<file path="src/pkg/speed_search_pkg.sv">
package speed_search_pkg;
   // multi-function input assignment codes that start a search
   localparam logic [7:0] FUNC_SEARCH_FROM_MAX = 8'h3D; // 61
   localparam logic [7:0] FUNC_SEARCH_FROM_SET = 8'h3E; // 62
   localparam logic [7:0] FUNC_SEARCH_FROM_RAMP = 8'h40; // 64
   // control method codes
   localparam logic [1:0] CTRL_VF = 2'h0; // plain v/f
   localparam logic [1:0] CTRL_VF_ENC = 2'h1; // v/f with encoder
   localparam logic [1:0] CTRL_OLV = 2'h2; // open loop vector
   localparam logic [1:0] CTRL_CLV = 2'h3; // closed loop vector
   // threshold limits and defaults, percent of rated current
   localparam logic [7:0] THRESH_MAX_PCT = 8'hC8; // 200
   localparam logic [7:0] THRESH_DEF_VF = 8'h96; // 150
   localparam logic [7:0] THRESH_DEF_OLV = 8'h64; // 100
   // decel time limits, tenths of a second
   localparam logic [6:0] DECEL_MAX_TENTHS = 7'h64; // 10.0 s
   localparam logic [6:0] DECEL_DEF_TENTHS = 7'h14; // 2.0 s
   // one decel step is 0.1 s at 125 MHz
   localparam int TICK_MS = 100;
   localparam int CLK_KHZ = 125000;
   localparam int TICK_CYCLES = TICK_MS * CLK_KHZ;
   // frequency codes
   localparam int FREQ_W = 16;
   // search-at-start selection
   localparam logic SEARCH_AT_START_OFF = 1'h0;
   localparam logic SEARCH_AT_START_ON = 1'h1;
   // sequencer states
   typedef enum logic [1:0] {ST_IDLE, ST_SEARCH, ST_RAMP} seq_state_t;
endpackage

</file>
<file path="src/hdl/coasting_motor_speed_search.sv">
`timescale 1ns/1ps
// How it works
// - input code 61/62/64 picks search start
// - selection 0: run ramps from minimum frequency
// - selection 1: search, or ramp from encoder
// - selection honoured only for methods 1, 3
// - threshold 0..200 percent, default 150
// - ramp down until current below threshold
// - default threshold 150 v/f, 100 open vector
// - decel time 0.1..10.0 s, default 2.0
// - decel time zero disables search
// - run before search ignores search
module coasting_motor_speed_search #(
   parameter int TICK_CYCLES = speed_search_pkg::TICK_CYCLES // cycles per 0.1 s
) (
   input  wire logic        core_clk,                    // 125 MHz control clock
   input  wire logic        rst_n,                       // async reset, active low
   input  wire logic        forward_run_command,         // forward run contact
   input  wire logic        reverse_run_command,         // reverse run contact
   input  wire logic        searchContact,               // search contact input
   input  wire logic [7:0]  multi_input_function_select, // function code of search input
   input  wire logic [1:0]  control_method_select,       // control method
   input  wire logic        search_at_start_select,      // search after run enable
   input  wire logic        thresholdLoad,               // pulse: load user threshold
   input  wire logic [7:0]  thresholdIn,                 // user threshold, percent
   input  wire logic [6:0]  search_decel_time,           // tenths of a second
   input  wire logic        encoderFitted,               // encoder feedback present
   input  wire logic [15:0] encoderFreq,                 // measured motor speed
   input  wire logic [15:0] maxFreq,                     // maximum output frequency
   input  wire logic [15:0] setFreq,                     // set frequency
   input  wire logic [15:0] minFreq,                     // minimum frequency reference
   input  wire logic [15:0] ramp_generator,              // ramp generator frequency
   input  wire logic        outputBlocked,               // output blocked
   input  wire logic [7:0]  outputCurrentPct,            // output current, percent
   output logic [15:0]      outFreq,                     // output frequency command
   output logic             searching,                   // search in progress
   output logic             speedAgree,                  // pulse: agree point found
   output logic [7:0]       search_current_threshold     // threshold in use
);
   localparam int FW = speed_search_pkg::FREQ_W; // frequency width

   logic fwdF;            // filtered forward
   logic revF;            // filtered reverse
   logic srchF;           // filtered search
   logic runNow;          // any run command
   logic runPrev;         // run last cycle
   logic searchArmed;     // search seen before run
   logic [31:0] tickCnt;  // 0.1 s prescaler
   logic tick;            // 0.1 s strobe
   logic [6:0] stepCnt;   // ticks since last decrement
   logic decelEnable;     // decel time nonzero and legal
   logic methodOk;        // method honours selection
   logic useSearch;       // search for this run
   logic [FW-1:0] startFreq; // chosen search start
   logic codeValid;       // input code is a search code
   logic methodPrev;      // tracks method changes
   speed_search_pkg::seq_state_t state; // sequencer state

   // contact inputs cross from the pins
   input_filter uFwd (.core_clk(core_clk), .rst_n(rst_n), .pinIn(forward_run_command), .pinOut(fwdF));
   input_filter uRev (.core_clk(core_clk), .rst_n(rst_n), .pinIn(reverse_run_command), .pinOut(revF));
   input_filter uSrch (.core_clk(core_clk), .rst_n(rst_n), .pinIn(searchContact), .pinOut(srchF));

   assign runNow = fwdF | revF;
   assign methodOk = (control_method_select == speed_search_pkg::CTRL_VF_ENC) ||
                     (control_method_select == speed_search_pkg::CTRL_CLV);
   assign decelEnable = (search_decel_time != 7'h00) &&
                        (search_decel_time <= speed_search_pkg::DECEL_MAX_TENTHS);
   assign codeValid = (multi_input_function_select == speed_search_pkg::FUNC_SEARCH_FROM_MAX) ||
                      (multi_input_function_select == speed_search_pkg::FUNC_SEARCH_FROM_SET) ||
                      (multi_input_function_select == speed_search_pkg::FUNC_SEARCH_FROM_RAMP);
   assign useSearch = methodOk && (search_at_start_select == speed_search_pkg::SEARCH_AT_START_ON);

   // start point by input assignment code
   always_comb
   begin
      unique case (multi_input_function_select)
         speed_search_pkg::FUNC_SEARCH_FROM_MAX: startFreq = maxFreq;
         speed_search_pkg::FUNC_SEARCH_FROM_SET: startFreq = setFreq;
         speed_search_pkg::FUNC_SEARCH_FROM_RAMP: startFreq = outputBlocked ? ramp_generator : setFreq;
         default: startFreq = maxFreq; // unused when code invalid
      endcase
   end

   // run edge tracking
   always_ff @(posedge core_clk or negedge rst_n)
   begin
      if (!rst_n)
         runPrev <= 1'b0;
      else
         runPrev <= runNow;
   end

   // arm search only while run is off; a late search stays ignored
   always_ff @(posedge core_clk or negedge rst_n)
   begin
      if (!rst_n)
         searchArmed <= 1'b0;
      else if (!runNow)
         searchArmed <= srchF; // search before run
      else if (state != speed_search_pkg::ST_IDLE)
         searchArmed <= 1'b0; // consumed for this run
   end

   // 0.1 s prescaler, runs only while searching
   always_ff @(posedge core_clk or negedge rst_n)
   begin
      if (!rst_n)
         tickCnt <= '0;
      else if (state != speed_search_pkg::ST_SEARCH || tickCnt == 32'(TICK_CYCLES - 1))
         tickCnt <= '0;
      else
         tickCnt <= tickCnt + 32'h1;
   end
   assign tick = (state == speed_search_pkg::ST_SEARCH) && (tickCnt == 32'(TICK_CYCLES - 1));

   // step the frequency once per decel time setting
   always_ff @(posedge core_clk or negedge rst_n)
   begin
      if (!rst_n)
         stepCnt <= '0;
      else if (state != speed_search_pkg::ST_SEARCH)
         stepCnt <= '0;
      else if (tick)
         stepCnt <= (stepCnt + 7'h1 >= search_decel_time) ? 7'h00 : stepCnt + 7'h1;
   end

   // detection threshold; default follows control method
   always_ff @(posedge core_clk or negedge rst_n)
   begin
      if (!rst_n)
      begin
         search_current_threshold <= speed_search_pkg::THRESH_DEF_VF;
         methodPrev <= 1'b0;
      end
      else if (thresholdLoad && thresholdIn <= speed_search_pkg::THRESH_MAX_PCT)
         search_current_threshold <= thresholdIn; // user value, range checked
      else
      begin
         methodPrev <= (control_method_select == speed_search_pkg::CTRL_OLV);
         if ((control_method_select == speed_search_pkg::CTRL_OLV) != methodPrev)
            search_current_threshold <= (control_method_select == speed_search_pkg::CTRL_OLV) ?
               speed_search_pkg::THRESH_DEF_OLV : speed_search_pkg::THRESH_DEF_VF;
      end
   end

   // sequencer and output frequency
   always_ff @(posedge core_clk or negedge rst_n)
   begin
      if (!rst_n)
      begin
         state <= speed_search_pkg::ST_IDLE;
         outFreq <= '0;
         speedAgree <= 1'b0;
      end
      else
      begin
         speedAgree <= 1'b0;
         unique case (state)
            speed_search_pkg::ST_IDLE:
            begin
               outFreq <= '0;
               if (runNow && !runPrev)
               begin
                  if (useSearch && encoderFitted)
                  begin
                     outFreq <= encoderFreq; // ramp from motor speed
                     state <= speed_search_pkg::ST_RAMP;
                  end
                  else if (useSearch && (searchArmed || srchF) && codeValid && decelEnable) // with or before run
                  begin
                     outFreq <= startFreq;
                     state <= speed_search_pkg::ST_SEARCH;
                  end
                  else
                  begin
                     outFreq <= minFreq; // no search, from minimum
                     state <= speed_search_pkg::ST_RAMP;
                  end
               end
            end
            speed_search_pkg::ST_SEARCH:
            begin
               if (!runNow)
                  state <= speed_search_pkg::ST_IDLE;
               else if (outputCurrentPct < search_current_threshold)
               begin
                  speedAgree <= 1'b1; // agree point found
                  state <= speed_search_pkg::ST_RAMP; // back to normal ramp
               end
               else if (tick && stepCnt + 7'h1 >= search_decel_time && outFreq != '0)
                  outFreq <= outFreq - 16'h1; // ramp down
            end
            speed_search_pkg::ST_RAMP:
            begin
               if (!runNow)
                  state <= speed_search_pkg::ST_IDLE;
               else if (outFreq < setFreq)
                  outFreq <= outFreq + 16'h1; // toward set frequency
               else if (outFreq > setFreq)
                  outFreq <= outFreq - 16'h1;
            end
         endcase
      end
   end

   assign searching = (state == speed_search_pkg::ST_SEARCH);

   // search ends on agree within one cycle of low current
   property p_agree;
      @(posedge core_clk) disable iff (!rst_n)
      (searching && runNow && outputCurrentPct < search_current_threshold) |=> (speedAgree && !searching);
   endproperty
   a_agree: assert property (p_agree) else $error("agree missed");

   // no search starts with zero decel time
   property p_zero;
      @(posedge core_clk) disable iff (!rst_n)
      (!searching && search_decel_time == 7'h00) |=> !searching;
   endproperty
   a_zero: assert property (p_zero) else $error("search with zero decel");

   // no search in other control methods
   property p_method;
      @(posedge core_clk) disable iff (!rst_n)
      (!searching && !methodOk) |=> !searching;
   endproperty
   a_method: assert property (p_method) else $error("search in wrong method");

   // selection 0 starts from minimum frequency
   property p_nosel;
      @(posedge core_clk) disable iff (!rst_n)
      (state == speed_search_pkg::ST_IDLE && runNow && !runPrev && !search_at_start_select)
         |=> (state == speed_search_pkg::ST_RAMP && outFreq == $past(minFreq));
   endproperty
   a_nosel: assert property (p_nosel) else $error("no-search start wrong");

   // late search never starts a search
   property p_late;
      @(posedge core_clk) disable iff (!rst_n)
      (!searchArmed && !srchF && !searching) |=> !searching;
   endproperty
   a_late: assert property (p_late) else $error("late search accepted");

   // threshold never exceeds range
   property p_thr;
      @(posedge core_clk) disable iff (!rst_n)
      search_current_threshold <= speed_search_pkg::THRESH_MAX_PCT;
   endproperty
   a_thr: assert property (p_thr) else $error("threshold out of range");

   // frequency never rises during search
   property p_down;
      @(posedge core_clk) disable iff (!rst_n)
      (searching ##1 searching) |-> outFreq <= $past(outFreq);
   endproperty
   a_down: assert property (p_down) else $error("search frequency rose");

   // agree returns to ramp, not search
   property p_clear;
      @(posedge core_clk) disable iff (!rst_n)
      speedAgree |-> (state == speed_search_pkg::ST_RAMP) ##1 !searching;
   endproperty
   a_clear: assert property (p_clear) else $error("search not cleared");

   // open loop vector change loads default 100
   property p_def;
      @(posedge core_clk) disable iff (!rst_n)
      (!thresholdLoad && control_method_select == speed_search_pkg::CTRL_OLV && !methodPrev)
         |=> search_current_threshold == speed_search_pkg::THRESH_DEF_OLV;
   endproperty
   a_def: assert property (p_def) else $error("default threshold wrong");
endmodule // coasting_motor_speed_search

</file>
<file path="src/hdl/input_filter.sv">
`timescale 1ns/1ps
// three-flop synchroniser; output changes when stages two and three agree
module input_filter (
   input  wire logic core_clk, // control clock
   input  wire logic rst_n,    // async reset, active low
   input  wire logic pinIn,    // raw contact input
   output logic      pinOut    // filtered level
);
   logic s1; // first stage, read only by s2
   logic s2; // second stage
   logic s3; // third stage

   // shift chain
   always_ff @(posedge core_clk or negedge rst_n)
   begin
      if (!rst_n)
      begin
         s1 <= 1'b0;
         s2 <= 1'b0;
         s3 <= 1'b0;
      end
      else
      begin
         s1 <= pinIn;
         s2 <= s1;
         s3 <= s2;
      end
   end

   // accept a change only when the two later stages agree
   always_ff @(posedge core_clk or negedge rst_n)
   begin
      if (!rst_n)
         pinOut <= 1'b0;
      else if (s2 == s3)
         pinOut <= s3;
   end
endmodule // input_filter

</file>
<file path="config.mk">
export PLATFORM = sky130hd
export DESIGN_NAME = coasting_motor_speed_search
export DESIGN_NICKNAME = d
export VERILOG_FILES = /design/src/pkg/speed_search_pkg.sv /design/src/hdl/coasting_motor_speed_search.sv /design/src/hdl/input_filter.sv
export SDC_FILE = /design/constraint.sdc
export NUM_CORES = 1
export LEC_CHECK = 0
export BUFFER_PORTS_ARGS = -buffer_cell sky130_fd_sc_hd__buf_2
export CAP_MARGIN = 15
export CORE_AREA = 5 5 120 122
export DETAILED_ROUTE_END_ITERATION = 7
export DIE_AREA = 0 0 125 127
export PLACE_DENSITY = 0.8
export SLEW_MARGIN = 40
export SYNTH_ARGS = -nofsm -noshare
export SYNTH_HDL_FRONTEND = slang
export SYNTH_SLANG_ARGS = --single-unit
</file>
<file path="constraint.sdc">
create_clock -name core_clk -period 2.8 [get_ports core_clk]
set_clock_uncertainty 0.15 [all_clocks]
set_input_delay 0.14 -clock core_clk [delete_from_list [all_inputs] [get_ports core_clk]]
set_output_delay 0.14 -clock core_clk [all_outputs]
set_load 0.01 [all_outputs]
</file>
==> impl_metrics.csv <==
group,metric,value,unit
outcome,outcome,"complete, but fails checks",
detailed_routing,ratio_of_routed_vias_to_standard_cells,5.60,
yosys,synth_top_area_share,33.5,%
cts,cts.reportedPaths.clkPinSlew,0.07,ns
critical_path,crit_path_start_kind,"flip-flop",
yosys,synth_ff_type,"sky130_fd_sc_hd__dfrtp_1",
timing,fmax,354,MHz
timing,setup_repair_after_global_routing_missed_its_margin,"yes",
hold_path,holdCritStartpoint,"control_method_select[1]",
critical_path,timing.critical_path.to_type,"flip-flop",
critical_path,reg2reg_from,"outFreq[14]",
floorplanning,floorplan.rows,42,
placed_design,number_of_placed_cells_counting_well_taps,1015,
cts,clock_tree.htree_level_count,3,
yosys,postSynthAreaPerCell,8.41,sq um
timing,setup_slack_of_the_critical_path_after_layout,-0.0233,ns
cells_and_area,layout_common_cells,"sky130_fd_sc_hd__buf_2 (146), sky130_fd_sc_hd__dfrtp_1 (76), sky130_fd_sc_hd__nor2_1 (68)",
floorplanning,dieHeight,127,um
yosys,adder_cell_share_of_the_synthesized_area,8.80,%
cells_and_area,layout-drive-gt1-share,28.1,%
global_routing,grt_antenna_before_repair,0,
critical_path,worst-endpoint-arrival,2.88,ns
power_and_ir_drop,power_per_standard_cell_area,592,nW/um^2
cells_and_area,multi_input_comb_area,3500,sq um
cells_and_area,layout.cells.most_common,"sky130_fd_sc_hd__buf_2",
global_routing,overflow,0,
critical_path,cp_top_family,"simple AND/OR/NAND/NOR gates",
power_and_ir_drop,power_leakage,0.00354,uW
yosys,ys_ff_latch,81,
yosys,synth_sequential_area_ratio,35.4,%
hold_path,hold_path.class,"primary input to flip-flop",
global_routing,grt_max_degree,82,
yosys,gate_count_of_the_mapped_netlist,683,
detailed_routing,remaining_drc_errors,0,
detailed_routing,route.final.wire_length,17.2,mm
yosys,synthXorXnorAreaFrac,7.01,%
power_and_ir_drop,max-vdd-ir-drop,444,uV
critical_path,worst_setup_path_startpoint,"outFreq[14]",
critical_path,crit_chain,"ha_4, nand4_1, nor4_4, a21boi_4, nor4_4, nand4b_1, nand4_1, buf_6, buf_12, mux2i_1, o31ai_1",
floorplanning,num_io_pins,148,
cts,cts-root-to-sink-buffers,2,
yosys,synth_area_leaders,"sky130_fd_sc_hd__dfrtp_1 (34%), sky130_fd_sc_hd__ha_1 (8.3%), sky130_fd_sc_hd__nor2_1 (4.5%), sky130_fd_sc_hd__o21ai_0 (4.1%), sky130_fd_sc_hd__nand2_1 (4.0%)",
yosys,synthesis.yosys.warnings,0,
timing,period_share,101,%
placed_design,port-buffer-count,147,
critical_path,crit_slowest_cell,"sky130_fd_sc_hd__dfrtp_1",
detailed_routing,final_antenna_net_count,0,
timing,timing.slew.headroom,56.2,%
timing,timing_hold_violations_final,0,
placed_design,globalplace.congestion,0.957,
timing,fin_crit,2.82,ns
power_and_ir_drop,design_power_total,4480,uW
timing,fin_worst_hold_slack,0.0128,ns
yosys,post_synthesis_compound_gate_area_fraction,18.3,%
placed_design,dpl.hpwl,12.7,mm
cts,latest_clock_arrival_within_the_worst_skew_pair,0.34,ns
critical_path,slowest_stage_delay_cp,0.44,ns
detailed_routing,dr_total_vias,5876,
yosys,ys_async_sr_fraction,100,%
yosys,postSynthNetCount,843,
critical_path,critPathBufInv,2,
floorplanning,floorplan.die.width,125,um
yosys,netlist.top_cell.by_area,"sky130_fd_sc_hd__dfrtp_1",
floorplanning,initial_core_util,43.9,%
global_routing,grt_pass1_wl,27.5,mm
run,cap_violations,0,
cells_and_area,final_net_count,1029,
yosys,synth_enable_flop_cells,0,
outcome,failed_checks,"setup timing",
critical_path,cp.required,2.86,ns
yosys,synth_simple_gate_area_share,24.2,%
timing,worst_slew_pin_slew,0.657,ns
floorplanning,die-area,15900,sq um
timing,timing_max_transition_violations_final,0,
cts,cts_inserted_buffers,9,
yosys,synth_top_family_by_area,"simple AND/OR/NAND/NOR gates",
floorplanning,floorplan.core_area,13100,sq um
yosys,syn_area,5750,sq um
detailed_routing,detail_route.iter0.violations,610,
cells_and_area,final.fill_count,1093,
timing,setup_violations,1,
critical_path,path_max_fanout,8,
yosys,yosysUniqueCellTypes,66,
cts,clk_tree_root_cell,"sky130_fd_sc_hd__clkbuf_16",
cells_and_area,area_growth,31.7,%
cts,clock_sink_count,81,
global_routing,gr-usage-all-layers,20.8,%
cells_and_area,layoutNonFillerInstCount,1050,
detailed_routing,routed_wire_length_per_instance,16.4,um
detailed_routing,firstDrtPassIters,7,
cells_and_area,seqCellArea,2030,sq um
cells_and_area,num_antenna_cells,0,
yosys,synth.mux.area_fraction,0.544,%
global_routing,first_global_vias,5679,
cts,cts_tree,"built",
critical_path,timing_worst_setup_path_type,"flip-flop to flip-flop",
-- timing repair --
| action | in CTS | in global routing |
|---|---|---|
| setup buffers | 0 | 3 |
| gates cloned | 0 | 2 |
| hold buffers | 14 | 0 |
| resized for setup | 3 | 22 |
| endpoints found under the setup margin | 8 | 23 |
| pin swaps | 0 | 6 |
| hold endpoints to repair | 90 | 0 |
-- Yosys cell counts, types with 3 or more instances --
library cell	count
sky130_fd_sc_hd__a222oi_1	13
sky130_fd_sc_hd__or2_2	3
sky130_fd_sc_hd__nand4_1	9
sky130_fd_sc_hd__buf_2	11
sky130_fd_sc_hd__nor4_1	12
sky130_fd_sc_hd__maj3_1	3
sky130_fd_sc_hd__a21o_1	6
sky130_fd_sc_hd__and4_1	6
sky130_fd_sc_hd__o22ai_1	5
sky130_fd_sc_hd__nand4b_1	3
sky130_fd_sc_hd__inv_1	49
sky130_fd_sc_hd__and3_1	15
sky130_fd_sc_hd__nand2_1	61
sky130_fd_sc_hd__o211ai_1	5
sky130_fd_sc_hd__ha_1	38
sky130_fd_sc_hd__a21oi_1	39
sky130_fd_sc_hd__xnor2_1	21
sky130_fd_sc_hd__dfstp_2	4
sky130_fd_sc_hd__nor4_2	3
sky130_fd_sc_hd__nor2_1	69
sky130_fd_sc_hd__a211oi_1	3
sky130_fd_sc_hd__dfrtp_1	77
sky130_fd_sc_hd__nor3_1	9
sky130_fd_sc_hd__o21ai_1	12
sky130_fd_sc_hd__and2_1	10
sky130_fd_sc_hd__o32ai_1	4
sky130_fd_sc_hd__nor2b_1	5
sky130_fd_sc_hd__nand3_1	32
sky130_fd_sc_hd__a31oi_1	4
sky130_fd_sc_hd__nor3b_1	4
sky130_fd_sc_hd__a22o_1	3
sky130_fd_sc_hd__xor2_1	25
sky130_fd_sc_hd__buf_4	3
sky130_fd_sc_hd__clkbuf_1	14
sky130_fd_sc_hd__nand2b_1	11
sky130_fd_sc_hd__o21ai_0	47
sky130_fd_sc_hd__or3_1	4
-- stage by stage --
| step | setup slack, ns | utilization [%] | cell area, sq um | setup TNS (ns) |
|---|---|---|---|---|
| floorplan | 0.0796 | - | 5750 | 0 |
| global placement | -0.0161 | 52.7 | 6890 | -0.0161 |
| detailed placement | -0.0470 | 52.7 | 6890 | -0.183 |
| CTS | 0.0227 | 56.4 | 7380 | 0 |
| global route | -0.179 | 57.8 | 7570 | -0.833 |
| finish | -0.0233 | 57.8 | 7570 | -0.0233 |
-- flip-flops by register name, indices dropped and copies added (netlist names) --
register                  cells
uRev.s1                       1
stepCnt                       7
tickCnt                      32
uRev.s2                       1
speedAgree                    1
uSrch.s1                      1
uSrch.s3                      1
uSrch.s2                      1
searchArmed                   1
runPrev                       1
uFwd.s3                       1
uRev.pinOut                   1
uFwd.s2                       1
methodPrev                    1
uFwd.s1                       1
uFwd.pinOut                   1
uRev.s3                       1
uSrch.pinOut                  1
outFreq                      16
search_current_threshold      8
state                         2
-- metal layers --
layer  GRT usage (%)  share of wire [%]
met3            4.47                6.8
met1            26.3                 40
met2            34.9                 50
met4            7.97                3.2
met5               0                  0
-- worst paths after layout --
kind | depth (start not counted) | slack [ns] | endpoint
max in group asynchronous | 2 | 1.77 | stepCnt[2]
setup reg to reg | 11 | -0.02 | outFreq[0]
min in group asynchronous | 2 | 0.25 | outFreq[10]
hold / removal | 3 | 0.01 | methodPrev
hold reg to reg | 0 | 0.20 | uRev.s2
setup / recovery | 11 | -0.02 | outFreq[0]
-- power breakdown --
part / internal [uW] / leakage (uW) / total [uW] / switching [uW]
clock: 800 / 0.000160 / 1320 / 520
combinational: 784 / 0.00231 / 1800 / 1020
sequential: 1280 / 0.00107 / 1360 / 81.6
total: 2860 / 0.00354 / 4480 / 1620
-- logic make-up (layout without fill, tap and decap cells) --
family,Yosys count,in the layout
xor gates and xnor gates,46,46
buffers and inverters,79,270
muxes,3,3
AOI/OAI and AO/OA,164,164
and+or+nand+nor,269,269
adders and majority gates,41,41
DFF,81,81
-- layout make-up --
type / instances / area share [%]
Multi-Input combinational cell: 523 / 46.3
Clock inverter: 7 / 1.42
Inverter: 49 / 2.43
Tap cell: 176 / 2.91
Clock buffer: 9 / 2.98
Sequential cell: 81 / 26.9
Timing Repair Buffer: 205 / 17.1
-- tightest hold or removal path: cells and delay by family --
kind            cells  cell delay (ns)
compound gates      1             0.09
buf+inv             1             0.10
simple gates        1             0.13
Note: power is estimated with default switching activity, not from simulation.
